===== src/shared/btc_pkg.sv =====
// Package of the BCD time and calendar core: register map, field layout,
// reset values, counter limits and the carrier struct.
// Assumes a single 200 MHz system clock and a 32768 Hz oscillator pin.
package btc_pkg;

    // Register offsets on the plain register port.
    localparam logic [3:0] ADDR_SEC = 4'h0;
    localparam logic [3:0] ADDR_MIN = 4'h1;
    localparam logic [3:0] ADDR_HOUR = 4'h2;
    localparam logic [3:0] ADDR_WDAY = 4'h3;
    localparam logic [3:0] ADDR_DATE = 4'h4;
    localparam logic [3:0] ADDR_MONTH = 4'h5;
    localparam logic [3:0] ADDR_YEAR = 4'h6;
    localparam logic [3:0] ADDR_SCRATCH = 4'h7;
    localparam logic [3:0] ADDR_EXT = 4'hD;
    localparam logic [3:0] ADDR_RUN = 4'hF;

    // Writable bits of each register; all other bits read as zero.
    localparam logic [7:0] MASK_SEC = 8'h7F;
    localparam logic [7:0] MASK_MIN = 8'h7F;
    localparam logic [7:0] MASK_HOUR = 8'h3F;
    localparam logic [7:0] MASK_WDAY = 8'h7F;
    localparam logic [7:0] MASK_DATE = 8'h3F;
    localparam logic [7:0] MASK_MONTH = 8'h1F;
    localparam logic [7:0] MASK_YEAR = 8'hFF;
    localparam logic [7:0] MASK_EXT = 8'h0F;
    localparam logic [7:0] MASK_RUN = 8'h01;

    // Field positions in the extension and run registers.
    localparam int unsigned RATE_LSB = 2;
    localparam int unsigned SRC_LSB = 0;
    localparam int unsigned STOP_BIT = 0;

    // Reset values.
    localparam logic [7:0] RST_SEC = 8'h00;
    localparam logic [7:0] RST_MIN = 8'h00;
    localparam logic [7:0] RST_HOUR = 8'h00;
    localparam logic [7:0] RST_WDAY = 8'h01;
    localparam logic [7:0] RST_DATE = 8'h01;
    localparam logic [7:0] RST_MONTH = 8'h01;
    localparam logic [7:0] RST_YEAR = 8'h01;
    localparam logic [7:0] RST_SCRATCH = 8'h00;
    localparam logic [7:0] RST_EXT = 8'h00;

    // BCD counter limits.
    localparam logic [7:0] SEC_LAST = 8'h59;
    localparam logic [7:0] MIN_LAST = 8'h59;
    localparam logic [7:0] HOUR_LAST = 8'h23;
    localparam logic [7:0] MONTH_LAST = 8'h12;
    localparam logic [7:0] YEAR_LAST = 8'h99;
    localparam logic [7:0] ZERO_FIRST = 8'h00;
    localparam logic [7:0] ONE_FIRST = 8'h01;
    localparam logic [7:0] DAYS_LONG = 8'h31;
    localparam logic [7:0] DAYS_SHORT = 8'h30;
    localparam logic [7:0] DAYS_FEB = 8'h28;
    localparam logic [7:0] DAYS_FEB_LEAP = 8'h29;
    localparam logic [7:0] MONTH_FEB = 8'h02;
    localparam logic [7:0] MONTH_APR = 8'h04;
    localparam logic [7:0] MONTH_JUN = 8'h06;
    localparam logic [7:0] MONTH_SEP = 8'h09;
    localparam logic [7:0] MONTH_NOV = 8'h11;
    localparam logic [7:0] WDAY_LAST = 8'h40;

    // Oscillator divider: bit k toggles at 32768 / 2^(k+1) Hz.
    localparam int unsigned OSC_HZ = 32768;
    localparam int unsigned DIV_W = 15;
    localparam int unsigned DIV_STOP_LSB = 3;
    localparam int unsigned DIV_1K_BIT = 4;
    localparam int unsigned DIV_1HZ_BIT = 14;
    localparam int unsigned DIV_4K_W = 3;
    localparam int unsigned DIV_64_W = 9;

    typedef enum logic [1:0] {
        RATE_OSC = 2'b00,
        RATE_1K = 2'b01,
        RATE_1HZ = 2'b10,
        RATE_OSC_ALT = 2'b11
    } btc_rate_type;

    typedef enum logic [1:0] {
        SRC_4K = 2'b00,
        SRC_64 = 2'b01,
        SRC_SEC = 2'b10,
        SRC_MIN = 2'b11
    } btc_src_type;

    typedef struct packed {
        logic [7:0] sec;
        logic [7:0] min;
        logic [7:0] hour;
        logic [7:0] wday;
        logic [7:0] date;
        logic [7:0] month;
        logic [7:0] year;
    } btc_cal_type;

endpackage


===== src/btc_core.sv =====
// BCD time and calendar core with scratch byte, clock-output rate select
// and timer source select, reached over a plain register port.
// Assumes the oscillator pin is asynchronous to ref_clk_i and far slower.
`timescale 1ns/1ps

// How it works
// [RL1] Rate field picks 32768, 1024 or 1 Hz
// [RL2] Source field picks 4096 Hz, 64 Hz, second, minute
// [RL3] Protected bits ignore writes, read zero
// [RL4] Scratch byte stores any written value
// [RL5] Time counters hold BCD, top bits zero
// [RL6] Seconds count 00 to 59, wrap
// [RL7] Minutes count 00 to 59, wrap
// [RL8] Hours count 00 to 23, wrap
// [RL9] Weekday one-hot rotates left, 40h to 01h
// [RL10] Sunday 01h through Saturday 40h
// [RL11] Calendar in BCD, years 2000 to 2099
// [RL12] Date wraps after 31, 30 or 28
// [RL13] Year multiple of four gives February 29
// [RL14] Month counts 01 to 12, wrap
// [RL15] Year counts 00 to 99, wrap
// [RL16] Host writes only valid BCD times
// [RL17] Host writes only valid dates, one weekday bit
// [RL18] Stop freezes counters, resets 2048 Hz..1 Hz stages
// [RL19] Each wrap carries into the next counter
// [RL20] All rates divided from the 32768 Hz oscillator
module btc_core (
    input wire logic ref_clk_i,
    input wire logic resetn_i,
    input wire logic osc_clk_i,
    input wire logic [3:0] addr_i,
    input wire logic [7:0] wdata_i,
    input wire logic wr_i,
    input wire logic rd_i,
    output logic [7:0] rdata_o,
    output logic clock_output_pin_o,
    output logic timer_src_tick_o
);

    // BCD increment with wrap from last back to first.
    function automatic logic [7:0] bcd_next(input logic [7:0] v, input logic [7:0] last,
                                            input logic [7:0] first);
        logic [7:0] r;
        r = 8'h00;
        if (v == last) begin
            r = first;
        end else if (v[3:0] == 4'h9) begin
            r = {4'(v[7:4] + 4'h1), 4'h0};
        end else begin
            r = {v[7:4], 4'(v[3:0] + 4'h1)};
        end
        return r;
    endfunction

    // A BCD year is a multiple of four when the tens digit is even and the
    // units are 0, 4 or 8, or the tens digit is odd and the units are 2 or 6.
    function automatic logic is_leap(input logic [7:0] y);
        logic r;
        r = 1'b0;
        if (y[4] == 1'b0) begin
            r = (y[3:0] == 4'h0) || (y[3:0] == 4'h4) || (y[3:0] == 4'h8);
        end else begin
            r = (y[3:0] == 4'h2) || (y[3:0] == 4'h6);
        end
        return r;
    endfunction

    // Last date of the month held in BCD.
    function automatic logic [7:0] last_date(input logic [7:0] m, input logic [7:0] y);
        logic [7:0] r;
        r = btc_pkg::DAYS_LONG;
        case (m)
            btc_pkg::MONTH_FEB: begin
                r = is_leap(y) ? btc_pkg::DAYS_FEB_LEAP : btc_pkg::DAYS_FEB; // RL13
            end
            btc_pkg::MONTH_APR, btc_pkg::MONTH_JUN, btc_pkg::MONTH_SEP, btc_pkg::MONTH_NOV: begin
                r = btc_pkg::DAYS_SHORT;
            end
            default: begin
                r = btc_pkg::DAYS_LONG;
            end
        endcase
        return r;
    endfunction

    // Oscillator pin synchroniser and edge detect.
    logic osc_meta_ff;
    logic osc_sync_ff;
    logic osc_prev_ff;
    logic osc_rise;

    always_ff @(posedge ref_clk_i or negedge resetn_i) begin
        if (!resetn_i) begin
            osc_meta_ff <= 1'b0;
            osc_sync_ff <= 1'b0;
            osc_prev_ff <= 1'b0;
        end else begin
            osc_meta_ff <= osc_clk_i;
            osc_sync_ff <= osc_meta_ff;
            osc_prev_ff <= osc_sync_ff;
        end
    end

    assign osc_rise = osc_sync_ff && !osc_prev_ff;

    // Control registers.
    logic [7:0] ext_ff;
    logic stop_ff;
    logic [7:0] scratch_ff;
    logic [7:0] nxt_ext;
    logic nxt_stop;
    logic [7:0] nxt_scratch;
    btc_pkg::btc_rate_type rate;
    btc_pkg::btc_src_type src;

    assign rate = btc_pkg::btc_rate_type'(ext_ff[btc_pkg::RATE_LSB +: 2]);
    assign src = btc_pkg::btc_src_type'(ext_ff[btc_pkg::SRC_LSB +: 2]);

    always_comb begin
        nxt_ext = ext_ff;
        nxt_stop = stop_ff;
        nxt_scratch = scratch_ff;
        if (wr_i) begin
            case (addr_i)
                btc_pkg::ADDR_EXT: begin
                    nxt_ext = wdata_i & btc_pkg::MASK_EXT; // RL3
                end
                btc_pkg::ADDR_RUN: begin
                    nxt_stop = wdata_i[btc_pkg::STOP_BIT];
                end
                btc_pkg::ADDR_SCRATCH: begin
                    nxt_scratch = wdata_i; // RL4
                end
                default: begin
                    nxt_ext = ext_ff;
                end
            endcase
        end
    end

    always_ff @(posedge ref_clk_i or negedge resetn_i) begin
        if (!resetn_i) begin
            ext_ff <= btc_pkg::RST_EXT;
            stop_ff <= 1'b0;
            scratch_ff <= btc_pkg::RST_SCRATCH;
        end else begin
            ext_ff <= nxt_ext;
            stop_ff <= nxt_stop;
            scratch_ff <= nxt_scratch;
        end
    end

    // Divider chain; the 2048 Hz to 1 Hz stages are held clear during stop.
    logic [btc_pkg::DIV_W-1:0] div_ff;
    logic [btc_pkg::DIV_W-1:0] nxt_div;
    logic sec_tick;
    logic tick_4k;
    logic tick_64;

    always_comb begin
        nxt_div = div_ff;
        if (osc_rise) begin
            nxt_div = div_ff + 15'h0001; // RL20
        end
        if (stop_ff) begin
            nxt_div[btc_pkg::DIV_W-1:btc_pkg::DIV_STOP_LSB] = '0; // RL18
        end
    end

    always_ff @(posedge ref_clk_i or negedge resetn_i) begin
        if (!resetn_i) begin
            div_ff <= '0;
        end else begin
            div_ff <= nxt_div;
        end
    end

    assign sec_tick = osc_rise && (div_ff == '1) && !stop_ff; // RL18
    assign tick_4k = osc_rise && (div_ff[btc_pkg::DIV_4K_W-1:0] == '1); // RL20
    assign tick_64 = osc_rise && (div_ff[btc_pkg::DIV_64_W-1:0] == '1) && !stop_ff;

    // Time and calendar counters.
    btc_pkg::btc_cal_type cal_ff;
    btc_pkg::btc_cal_type nxt_cal;
    logic sec_wrap;
    logic min_wrap;
    logic hour_wrap;
    logic date_wrap;
    logic month_wrap;

    assign sec_wrap = sec_tick && (cal_ff.sec == btc_pkg::SEC_LAST);
    assign min_wrap = sec_wrap && (cal_ff.min == btc_pkg::MIN_LAST); // RL19
    assign hour_wrap = min_wrap && (cal_ff.hour == btc_pkg::HOUR_LAST);
    assign date_wrap = hour_wrap && (cal_ff.date == last_date(cal_ff.month, cal_ff.year));
    assign month_wrap = date_wrap && (cal_ff.month == btc_pkg::MONTH_LAST);

    always_comb begin
        nxt_cal = cal_ff;
        if (sec_tick) begin
            nxt_cal.sec = bcd_next(cal_ff.sec, btc_pkg::SEC_LAST, btc_pkg::ZERO_FIRST); // RL6
        end
        if (sec_wrap) begin
            nxt_cal.min = bcd_next(cal_ff.min, btc_pkg::MIN_LAST, btc_pkg::ZERO_FIRST); // RL7
        end
        if (min_wrap) begin
            nxt_cal.hour = bcd_next(cal_ff.hour, btc_pkg::HOUR_LAST, btc_pkg::ZERO_FIRST); // RL8
        end
        if (hour_wrap) begin
            // RL9
            nxt_cal.wday = (cal_ff.wday == btc_pkg::WDAY_LAST) ? btc_pkg::ONE_FIRST
                                                               : {1'b0, cal_ff.wday[5:0], 1'b0};
            // RL12
            nxt_cal.date = bcd_next(cal_ff.date, last_date(cal_ff.month, cal_ff.year),
                                    btc_pkg::ONE_FIRST);
        end
        if (date_wrap) begin
            nxt_cal.month = bcd_next(cal_ff.month, btc_pkg::MONTH_LAST, btc_pkg::ONE_FIRST); // RL14
        end
        if (month_wrap) begin
            nxt_cal.year = bcd_next(cal_ff.year, btc_pkg::YEAR_LAST, btc_pkg::ZERO_FIRST); // RL15
        end
        // A host write takes that field over; other fields still carry (RL19).
        if (wr_i) begin
            case (addr_i)
                btc_pkg::ADDR_SEC: begin
                    nxt_cal.sec = wdata_i & btc_pkg::MASK_SEC; // RL5
                end
                btc_pkg::ADDR_MIN: begin
                    nxt_cal.min = wdata_i & btc_pkg::MASK_MIN; // RL5
                end
                btc_pkg::ADDR_HOUR: begin
                    nxt_cal.hour = wdata_i & btc_pkg::MASK_HOUR; // RL5
                end
                btc_pkg::ADDR_WDAY: begin
                    nxt_cal.wday = wdata_i & btc_pkg::MASK_WDAY; // RL10
                end
                btc_pkg::ADDR_DATE: begin
                    nxt_cal.date = wdata_i & btc_pkg::MASK_DATE; // RL11
                end
                btc_pkg::ADDR_MONTH: begin
                    nxt_cal.month = wdata_i & btc_pkg::MASK_MONTH; // RL3
                end
                btc_pkg::ADDR_YEAR: begin
                    nxt_cal.year = wdata_i & btc_pkg::MASK_YEAR; // RL11
                end
                default: begin
                    nxt_cal.sec = nxt_cal.sec;
                end
            endcase
        end
    end

    always_ff @(posedge ref_clk_i or negedge resetn_i) begin
        if (!resetn_i) begin
            cal_ff <= '{btc_pkg::RST_SEC, btc_pkg::RST_MIN, btc_pkg::RST_HOUR, btc_pkg::RST_WDAY,
                        btc_pkg::RST_DATE, btc_pkg::RST_MONTH, btc_pkg::RST_YEAR};
        end else begin
            cal_ff <= nxt_cal;
        end
    end

    // Clock-output pin and timer source tick.
    logic clkout_ff;
    logic src_tick_ff;
    logic nxt_clkout;
    logic nxt_src_tick;

    always_comb begin
        case (rate)
            btc_pkg::RATE_1K: begin
                nxt_clkout = div_ff[btc_pkg::DIV_1K_BIT]; // RL1
            end
            btc_pkg::RATE_1HZ: begin
                nxt_clkout = div_ff[btc_pkg::DIV_1HZ_BIT]; // RL1
            end
            default: begin
                nxt_clkout = osc_sync_ff; // RL1
            end
        endcase
        case (src)
            btc_pkg::SRC_4K: begin
                nxt_src_tick = tick_4k; // RL2
            end
            btc_pkg::SRC_64: begin
                nxt_src_tick = tick_64; // RL2
            end
            btc_pkg::SRC_SEC: begin
                nxt_src_tick = sec_tick; // RL2
            end
            default: begin
                nxt_src_tick = sec_wrap; // RL2
            end
        endcase
    end

    always_ff @(posedge ref_clk_i or negedge resetn_i) begin
        if (!resetn_i) begin
            clkout_ff <= 1'b0;
            src_tick_ff <= 1'b0;
        end else begin
            clkout_ff <= nxt_clkout;
            src_tick_ff <= nxt_src_tick;
        end
    end

    assign clock_output_pin_o = clkout_ff;
    assign timer_src_tick_o = src_tick_ff;

    // Read port: data stands in the cycle after the strobe only.
    logic [7:0] rdata_ff;
    logic [7:0] nxt_rdata;

    always_comb begin
        nxt_rdata = 8'h00;
        if (rd_i) begin
            case (addr_i)
                btc_pkg::ADDR_SEC: nxt_rdata = cal_ff.sec;
                btc_pkg::ADDR_MIN: nxt_rdata = cal_ff.min;
                btc_pkg::ADDR_HOUR: nxt_rdata = cal_ff.hour;
                btc_pkg::ADDR_WDAY: nxt_rdata = cal_ff.wday;
                btc_pkg::ADDR_DATE: nxt_rdata = cal_ff.date;
                btc_pkg::ADDR_MONTH: nxt_rdata = cal_ff.month;
                btc_pkg::ADDR_YEAR: nxt_rdata = cal_ff.year;
                btc_pkg::ADDR_SCRATCH: nxt_rdata = scratch_ff; // RL4
                btc_pkg::ADDR_EXT: nxt_rdata = ext_ff;
                btc_pkg::ADDR_RUN: nxt_rdata = {7'h00, stop_ff};
                default: nxt_rdata = 8'h00;
            endcase
        end
    end

    always_ff @(posedge ref_clk_i or negedge resetn_i) begin
        if (!resetn_i) begin
            rdata_ff <= 8'h00;
        end else begin
            rdata_ff <= nxt_rdata;
        end
    end

    assign rdata_o = rdata_ff;

    logic wr_time;
    assign wr_time = wr_i && (addr_i <= btc_pkg::ADDR_YEAR);
endmodule


===== config.mk =====
export PLATFORM = sky130hd
export DESIGN_NAME = btc_core
export DESIGN_NICKNAME = d
export VERILOG_FILES = /design/src/shared/btc_pkg.sv /design/src/btc_core.sv
export SDC_FILE = /design/constraint.sdc
export NUM_CORES = 1
export LEC_CHECK = 0
export BUFFER_PORTS_ARGS = -buffer_cell sky130_fd_sc_hd__buf_2
export CAP_MARGIN = 20
export CORE_MARGIN = 10
export CORE_UTILIZATION = 35
export CTS_CLUSTER_DIAMETER = 50
export DETAILED_ROUTE_END_ITERATION = 12
export MAX_ROUTING_LAYER = met4
export PLACE_DENSITY_LB_ADDON = 0.1
export SLEW_MARGIN = 40
export SYNTH_ARGS = -nofsm -noshare
export SYNTH_HDL_FRONTEND = slang
export SYNTH_SLANG_ARGS = --single-unit

===== constraint.sdc =====
create_clock -name ref_clk_i -period 3.7 [get_ports ref_clk_i]
set_input_delay 0.74 -clock ref_clk_i [delete_from_list [all_inputs] [get_ports ref_clk_i]]
set_output_delay 0.74 -clock ref_clk_i [all_outputs]
set_load 0.03 [all_outputs]

# Yosys cells after proc, flatten, opt, wreduce, memory -nomap -nowiden
# Cells that the tools add are included.
# totals
reg_bits,97
out_inout_bits,10
# classes
n_addsub,13
n_eq_ne,39
n_mux,41
reduce_logical,24
# op_table
operator,count
$mux 8,26
$pmux 8 s10,1
$mux 56,1
$add 4x1->4 const B,12
$eq 4x4->1 const B,9
$eq 4x3->1 const B,6
$eq 8x7->1 const B,3
$pmux 5 s2,2
$eq 8x3->1 const B,2
$eq 8x5->1 const B,2
$eq 8x8->1,2
$mux 16,1
$add 15x1->15 const B,1
$eq 15x15->1 const B,1
$mux 15,1
$eq 4x2->1 const B,3
$mux 12,1
$logic_and 1x1->1,11
$eq 9x9->1 const B,1
$eq 8x2->1 const B,1
$eq 8x4->1 const B,1
$eq 8x6->1 const B,1
$eq 8x8->1 const B,1
$logic_not 4->1,2
other kinds (14),25

# Depth between registers and ports, before layout
# Gate-level depths: netlist (run 1).
# depth
ltp_word,16
depth_mapped,9
mapped_depth_nobuf,8

# Worst setup path before layout (run 1)
# No wires, ideal clock.
# synth_path
path_kind,register to register
start,reg cal_ff[12] in the netlist's numbering
end,reg cal_ff[5] in the netlist's numbering
setup_time_ns,0.124
t_arrival_ns,2.583
required_ns,3.576
setup_slack_ns,0.993
stages_incl_launch_ff,10
synth_period_minus_slack_ns,2.707
cell_sequence,dfrtp_1 > inv_1 > ha_1 > or3b_1 > a2bb2oi_1 > or4b_1 > buf_2 > a211oi_2 > a211oi_1 > a211o_1
# synth_rtl
element,line,rtl
"start, declared",btc_core.sv:183,btc_pkg::btc_cal_type cal_ff;
"start signal, assigned",btc_core.sv:255,"cal_ff <= '{btc_pkg::RST_SEC, btc_pkg::RST_MIN, btc_pkg::RST_HOUR, btc_pkg::RST_WDAY,"
"start signal, assigned",btc_core.sv:258,cal_ff <= nxt_cal;

==> impl_metrics.csv, run 1 <==
group,metric,value,unit
run_status,status,"finished clean",
pwr,finalPower,3190,µW
drt,route.detailed.drc,0,
drt,ant_nets,0,
die,core-area,17300,µm²
drt,firstDrtPassIters,5,
synthesis,synth_enable_flop_cells,0,
worst_setup_path,cp_slowest_cell,"or4b_1",
pwr,ir_drop,279,µV
worst_setup_path,crit_buf_inv,1,
synthesis,seq_area_frac_synth,39.3,%
cts,post_cts_buffers,0,
timing,finalHoldViolations,0,
die,die-width,153,µm
worst_hold_path,hp-class,"reg -> reg",
timing,slew_violations,0,
cts,clk_latency,0.37,ns
die,die_area,23400,µm²
synthesis,yosys_warnings,0,
final_layout,antenna_cells,0,
pwr,powerDensity,463,nW/µm²
global_route,overflow,0,
synthesis,syn-num-nets,739,
cts,ctsResizeCount,0,
worst_setup_path,path_cells,"inv_1 > ha_1 > or3b_1 > a2bb2oi_1 > or4b_1 > a211oi_2 > a211oi_1 > a211o_1",
synthesis,ys_types,72,
final_layout,finish.net_count,757,
cts,clkSinkCount,97,
synthesis,synth_seq_cells,97,
cts,path_clk_slew,0.09,ns
worst_setup_path,crit_arrival,3.32,ns
timing,clock_skew,0.0177,ns
final_layout,final_layout_size_suffix_gt1_share,12.6,%
cts,cts_max_level,3,
worst_setup_path,slowest_delay,0.72,ns
drt,finalWirelength,19400,µm
pwr,p_leak,0.00280,µW
final_layout,area_growth,11.5,%
worst_setup_path,critPathKind,"reg -> reg",
cts,cts_tree,"built",
timing,post-route-period-util,82.9,%
run,maxCapViolCount,0,
die,row_count,48,
global_route,grt_pass1_wl,30600,µm
die,die_h,153,µm
die,num_io_pins,27,
synthesis,synth_top_area_share,37.6,%
synthesis,ys.flop_type,"dfrtp_1",
cts,holdBufCountCts,0,
die,start_util,35.8,%
drt,vias_per_cell,5.75,
timing,timing.fmax,0.326,GHz
final_layout,final_common_cell,"dfrtp_1",
synthesis,synth_area,6190,µm²
placement,place_hpwl,14100,µm
drt,drt-wirelength-per-cell,20.6,µm
timing,fin_setup_tns,0,ns
placement,gp_congestion,0.882,
synthesis,async_reset_ff_share,100,%
worst_setup_path,crit_required,3.95,ns
timing,grt_setup_unrepaired,"false",
final_layout,final_cell_mix,"dfrtp_1, nand2_1, nor2_1",
global_route,antenna_found_initial,0,
synthesis,syn_inst,697,
global_route,grt_pass1_vias,5125,
worst_setup_path,crit_path_max_fanout,8,
global_route,grt_max_degree,98,
timing,final.min_clock_period,3.07,ns
cts,clock_path_buffers,2,
synthesis,synthTopCellsByArea,"dfrtp_1, nand2_1, ha_1, nor2_1, o21ai_0",
drt,initialDrtViolationCount,443,
synthesis,syn_area_per_cell,8.88,µm²
worst_setup_path,r2r_slack,0.63,ns
worst_setup_path,crit_path_start_kind,"flip-flop",
cts,cts_buffers,9,
synthesis,yosysTopAreaCell,"dfrtp_1",
worst_setup_path,cp_top_family,"compound AO/OA/AOI/OAI gates",
placement,port_buffers,26,
timing,slew_headroom,45.9,%
drt,vias,5438,
timing,worstMarginPinSlew,0.809,ns
global_route,grtUsageTotal,16.8,%
cts,root_buffer,"clkbuf_16",
worst_setup_path,end_kind,"flip-flop",
timing,finalSetupViolations,0,
routing by layer:
metal | global-route usage, % | wire length [µm] | vias up
met4 | 5.04 | 488 | 0
met5 | - | 0 | -
met1 | 21.8 | 9020 | 2663
li1 | - | - | 2577
met2 | 25.6 | 8930 | 167
met3 | 3.68 | 985 | 31
where the power goes:
part | leakage [µW] | switching (µW) | internal [µW]
logic | 0.00148 | 394 | 312
registers | 0.00118 | 274 | 1240
clock network | 0.000150 | 488 | 484
cell type report:
cell class,count,area [µm²]
Clock buffer,9,225
Timing Repair Buffer,36,220
Inverter,25,93.8
Multi-Input combinational cell,546,3570
Sequential cell,97,2430
Fill cell,1754,10400
Clock inverter,7,81.3
Tap cell,225,282
per-stage QoR:
step                util [%]  std cells  instance area [µm²]  setup slack (ns)  hold WS [ns]
global route            39.9        945                 6900             0.448         0.360
finish                  39.9        945                 6900             0.632         0.355
detailed placement      38.0        929                 6580             0.681         0.338
CTS                     39.8        945                 6890             0.665         0.358
global placement        38.0        929                 6580             0.732         0.332
floorplan                  -        697                 6190             0.993         0.331
cells in the mapped netlist, types with 8 or more instances:
cell type and n:
ha_1 25, nand3b_1 13, o21ai_0 53, a21oi_1 31, nor3_1 15, xnor2_1 9
nand2b_1 10, o31ai_1 8, nand3_1 24, dfrtp_1 93, mux2_2 18, xor2_1 9
nor2b_1 14, nand2_1 85, inv_1 25, clkbuf_1 22, a22oi_1 16, nor2_1 73
mux2i_1 24, nand4_1 14
path summary, 6_finish.rpt:
path,from,depth (start not counted),endpoint
min in group asynchronous,resetn_i,2,cal_ff[27]
hold / removal,osc_meta_ff,0,osc_sync_ff
setup / recovery,cal_ff[12],8,cal_ff[5]
setup reg to reg,cal_ff[12],8,cal_ff[5]
hold reg to reg,osc_meta_ff,0,osc_sync_ff
max in group asynchronous,resetn_i,2,cal_ff[0]
sequential cells by signal (all words and copies together) (netlist names), 4 cells and up:
name / cells
ext_ff: 4
cal_ff: 56
rdata_o: 8
div_ff: 15
scratch_ff: 8
kinds of logic after synthesis:
logic type | Yosys count | share of synthesized area (%)
multiplexers | 44 | 7.76
AND/OR/NAND/NOR | 291 | 23.5
AO/OA/AOI/OAI | 168 | 18.5
adder cells (fa/ha/maj) | 25 | 5.05
XOR/XNOR | 18 | 2.55
buffers and inverters | 54 | 3.33
flip-flops | 97 | 39.3
No activity file was read; power rests on OpenSTA's default activity.
==> inputs of run 2 (changes only) <==
- clock period: 3.7 -> 2.7 ns (I/O delays scaled with it)
==> impl_metrics.csv, run 2 (same netlist as run 1, synthesis figures left out) <==
group,metric,value,unit
run_status,status,"finished, violations left",
run_status,violations,"setup timing",
timing,post-route-period-util,100,%
placement,place_inst,968,
worst_setup_path,crit_path_max_fanout,8,
drt,route.detailed.drc,0,
worst_setup_path,critPathKind,"reg -> reg",
die,row_count,48,
cts,root_buffer,"clkbuf_16",
timing,slew_violations,0,
drt,ant_nets,0,
drt,finalWirelength,20000,µm
global_route,overflow,0,
die,num_io_pins,27,
drt,vias_per_cell,5.55,
worst_setup_path,crit_path_start_kind,"flip-flop",
die,die_h,153,µm
cts,cts_tree,"built",
final_layout,instances_no_fill,991,
timing,timing.hold.ws,0.0990,ns
placement,place_hpwl,14600,µm
cts,cts_buffers,9,
drt,drt-wirelength-per-cell,20.2,µm
die,start_util,35.8,%
cts,holdBufCountCts,0,
run,maxCapViolCount,0,
die,core-area,17300,µm²
worst_setup_path,crit_arrival,2.97,ns
timing,finalHoldViolations,0,
placement,gp_congestion,0.880,
worst_hold_path,hp-class,"in -> async",
final_layout,largest_reg_flops,56,
final_layout,antenna_cells,0,
placement,port_buffers,26,
cts,clock_path_buffers,2,
cts,path_clk_slew,0.07,ns
timing,clock_skew,0.0127,ns
timing,finalSetupViolations,1,
final_layout,finish.net_count,803,
timing,worstMarginPinSlew,0.725,ns
pwr,powerDensity,609,nW/µm²
timing,fin_setup_tns,-0.0110,ns
drt,initialDrtViolationCount,410,
timing,grt_setup_unrepaired,"true",
final_layout,area_growth,18.5,%
pwr,ir_drop,325,µV
global_route,antenna_found_initial,0,
global_route,grt_pass1_vias,5453,
global_route,grt_pass1_wl,31700,µm
cts,cts_max_level,3,
final_layout,final_common_cell,"dfrtp_1",
pwr,p_leak,0.00304,µW
global_route,grtUsageTotal,17.4,%
final_layout,final_cell_mix,"dfrtp_1, nand2_1, nor2_1",
drt,firstDrtPassIters,5,
worst_setup_path,end_kind,"flip-flop",
drt,vias,5503,
timing,setup_slack,-0.0110,ns
die,die-width,153,µm
timing,slew_headroom,50.4,%
die,die_area,23400,µm²
timing,final.min_clock_period,2.71,ns
cts,clk_latency,0.36,ns
final_layout,largest_registers,"cal_ff (56), div_ff (15)",
final_layout,regMostFlops,"cal_ff",
worst_setup_path,crit_required,2.96,ns
timing,timing.fmax,0.369,GHz
global_route,grt_max_degree,49,
cts,clkSinkCount,97,
final_layout,final_layout_size_suffix_gt1_share,19.8,%
==> run 2: cell types whose count changed in the layout (fill, tap and decap cells not counted), moves of 2 or more <==
cell      previous run  this run
buf_4               10        54
buf_6                0         2
clkinv_8             2         0
inv_1               25        23
inv_2                0         2
nor3_1              15        13
nor3_2               0         2
==> run 2: cell type report <==
| cell class | instances | area [µm²] |
|---|---|---|
| Fill cell | 1731 | 9960 |
| Multi-Input combinational cell | 546 | 3670 |
| Sequential cell | 97 | 2430 |
| Timing Repair Buffer | 82 | 573 |
| Tap cell | 225 | 282 |
| Clock buffer | 11 | 243 |
| Inverter | 25 | 93.8 |
| Clock inverter | 5 | 45.0 |
==> run 2: worst paths after layout <==
kind / startpoint / end / slack (ns) / depth (start not counted)
max in group asynchronous: resetn_i / cal_ff[0] / 1.89 / 2
min in group ref_clk_i: osc_clk_i / osc_meta_ff / 0.29 / 1
hold / removal: resetn_i / cal_ff[26] / 0.1 / 1
setup / recovery: cal_ff[13] / cal_ff[12] / -0.01 / 10
hold reg to reg: osc_meta_ff / osc_sync_ff / 0.36 / 0
setup reg to reg: cal_ff[13] / cal_ff[12] / -0.01 / 10
==> run 2: metrics by stage <==
stage | total power (µW) | area (µm²) | util [%] | setup WS (ns)
after floorplan | 2670 | 6190 | - | -0.00681
after global placement | 3110 | 6870 | 39.7 | -0.106
after detailed placement | 3140 | 6880 | 39.8 | -0.124
after CTS | 4490 | 7230 | 41.8 | -0.0450
after global routing | 4740 | 7340 | 42.4 | -0.110
final | 4470 | 7340 | 42.4 | -0.0110
==> run 2: timing repair <==
| item | CTS | global route |
|---|---|---|
| setup buffers | 1 | 6 |
| pin swaps | 7 | 14 |
| gates resized for setup | 11 | 14 |
| endpoints found under the setup margin | 12 | 17 |
==> run 2: layer usage <==
metal / GRT usage (%) / wire (µm) / vias to the layer above
li1: - / - / 2661
met1: 21.6 / 8780 / 2654
met2: 27.8 / 9680 / 151
met3: 2.41 / 909 / 37
met4: 7.45 / 614 / 0
met5: - / 0 / -
==> run 2: critical path: stages (launching register included) <==
cell and delay (ns):
dfrtp_1 0.39, inv_2 0.09, ha_4 0.13, or3b_4 0.38, a2bb2oi_4 0.19, buf_6 0.14
o41ai_4 0.59, buf_4 0.24, a211oi_4 0.08, xnor2_1 0.15, o31ai_1 0.24
==> run 2: power by group <==
part           internal [µW]  leakage, µW  switching (µW)
Sequential              1700      0.00118             324
Combinational            515      0.00172             638
Clock                    669     0.000139             622
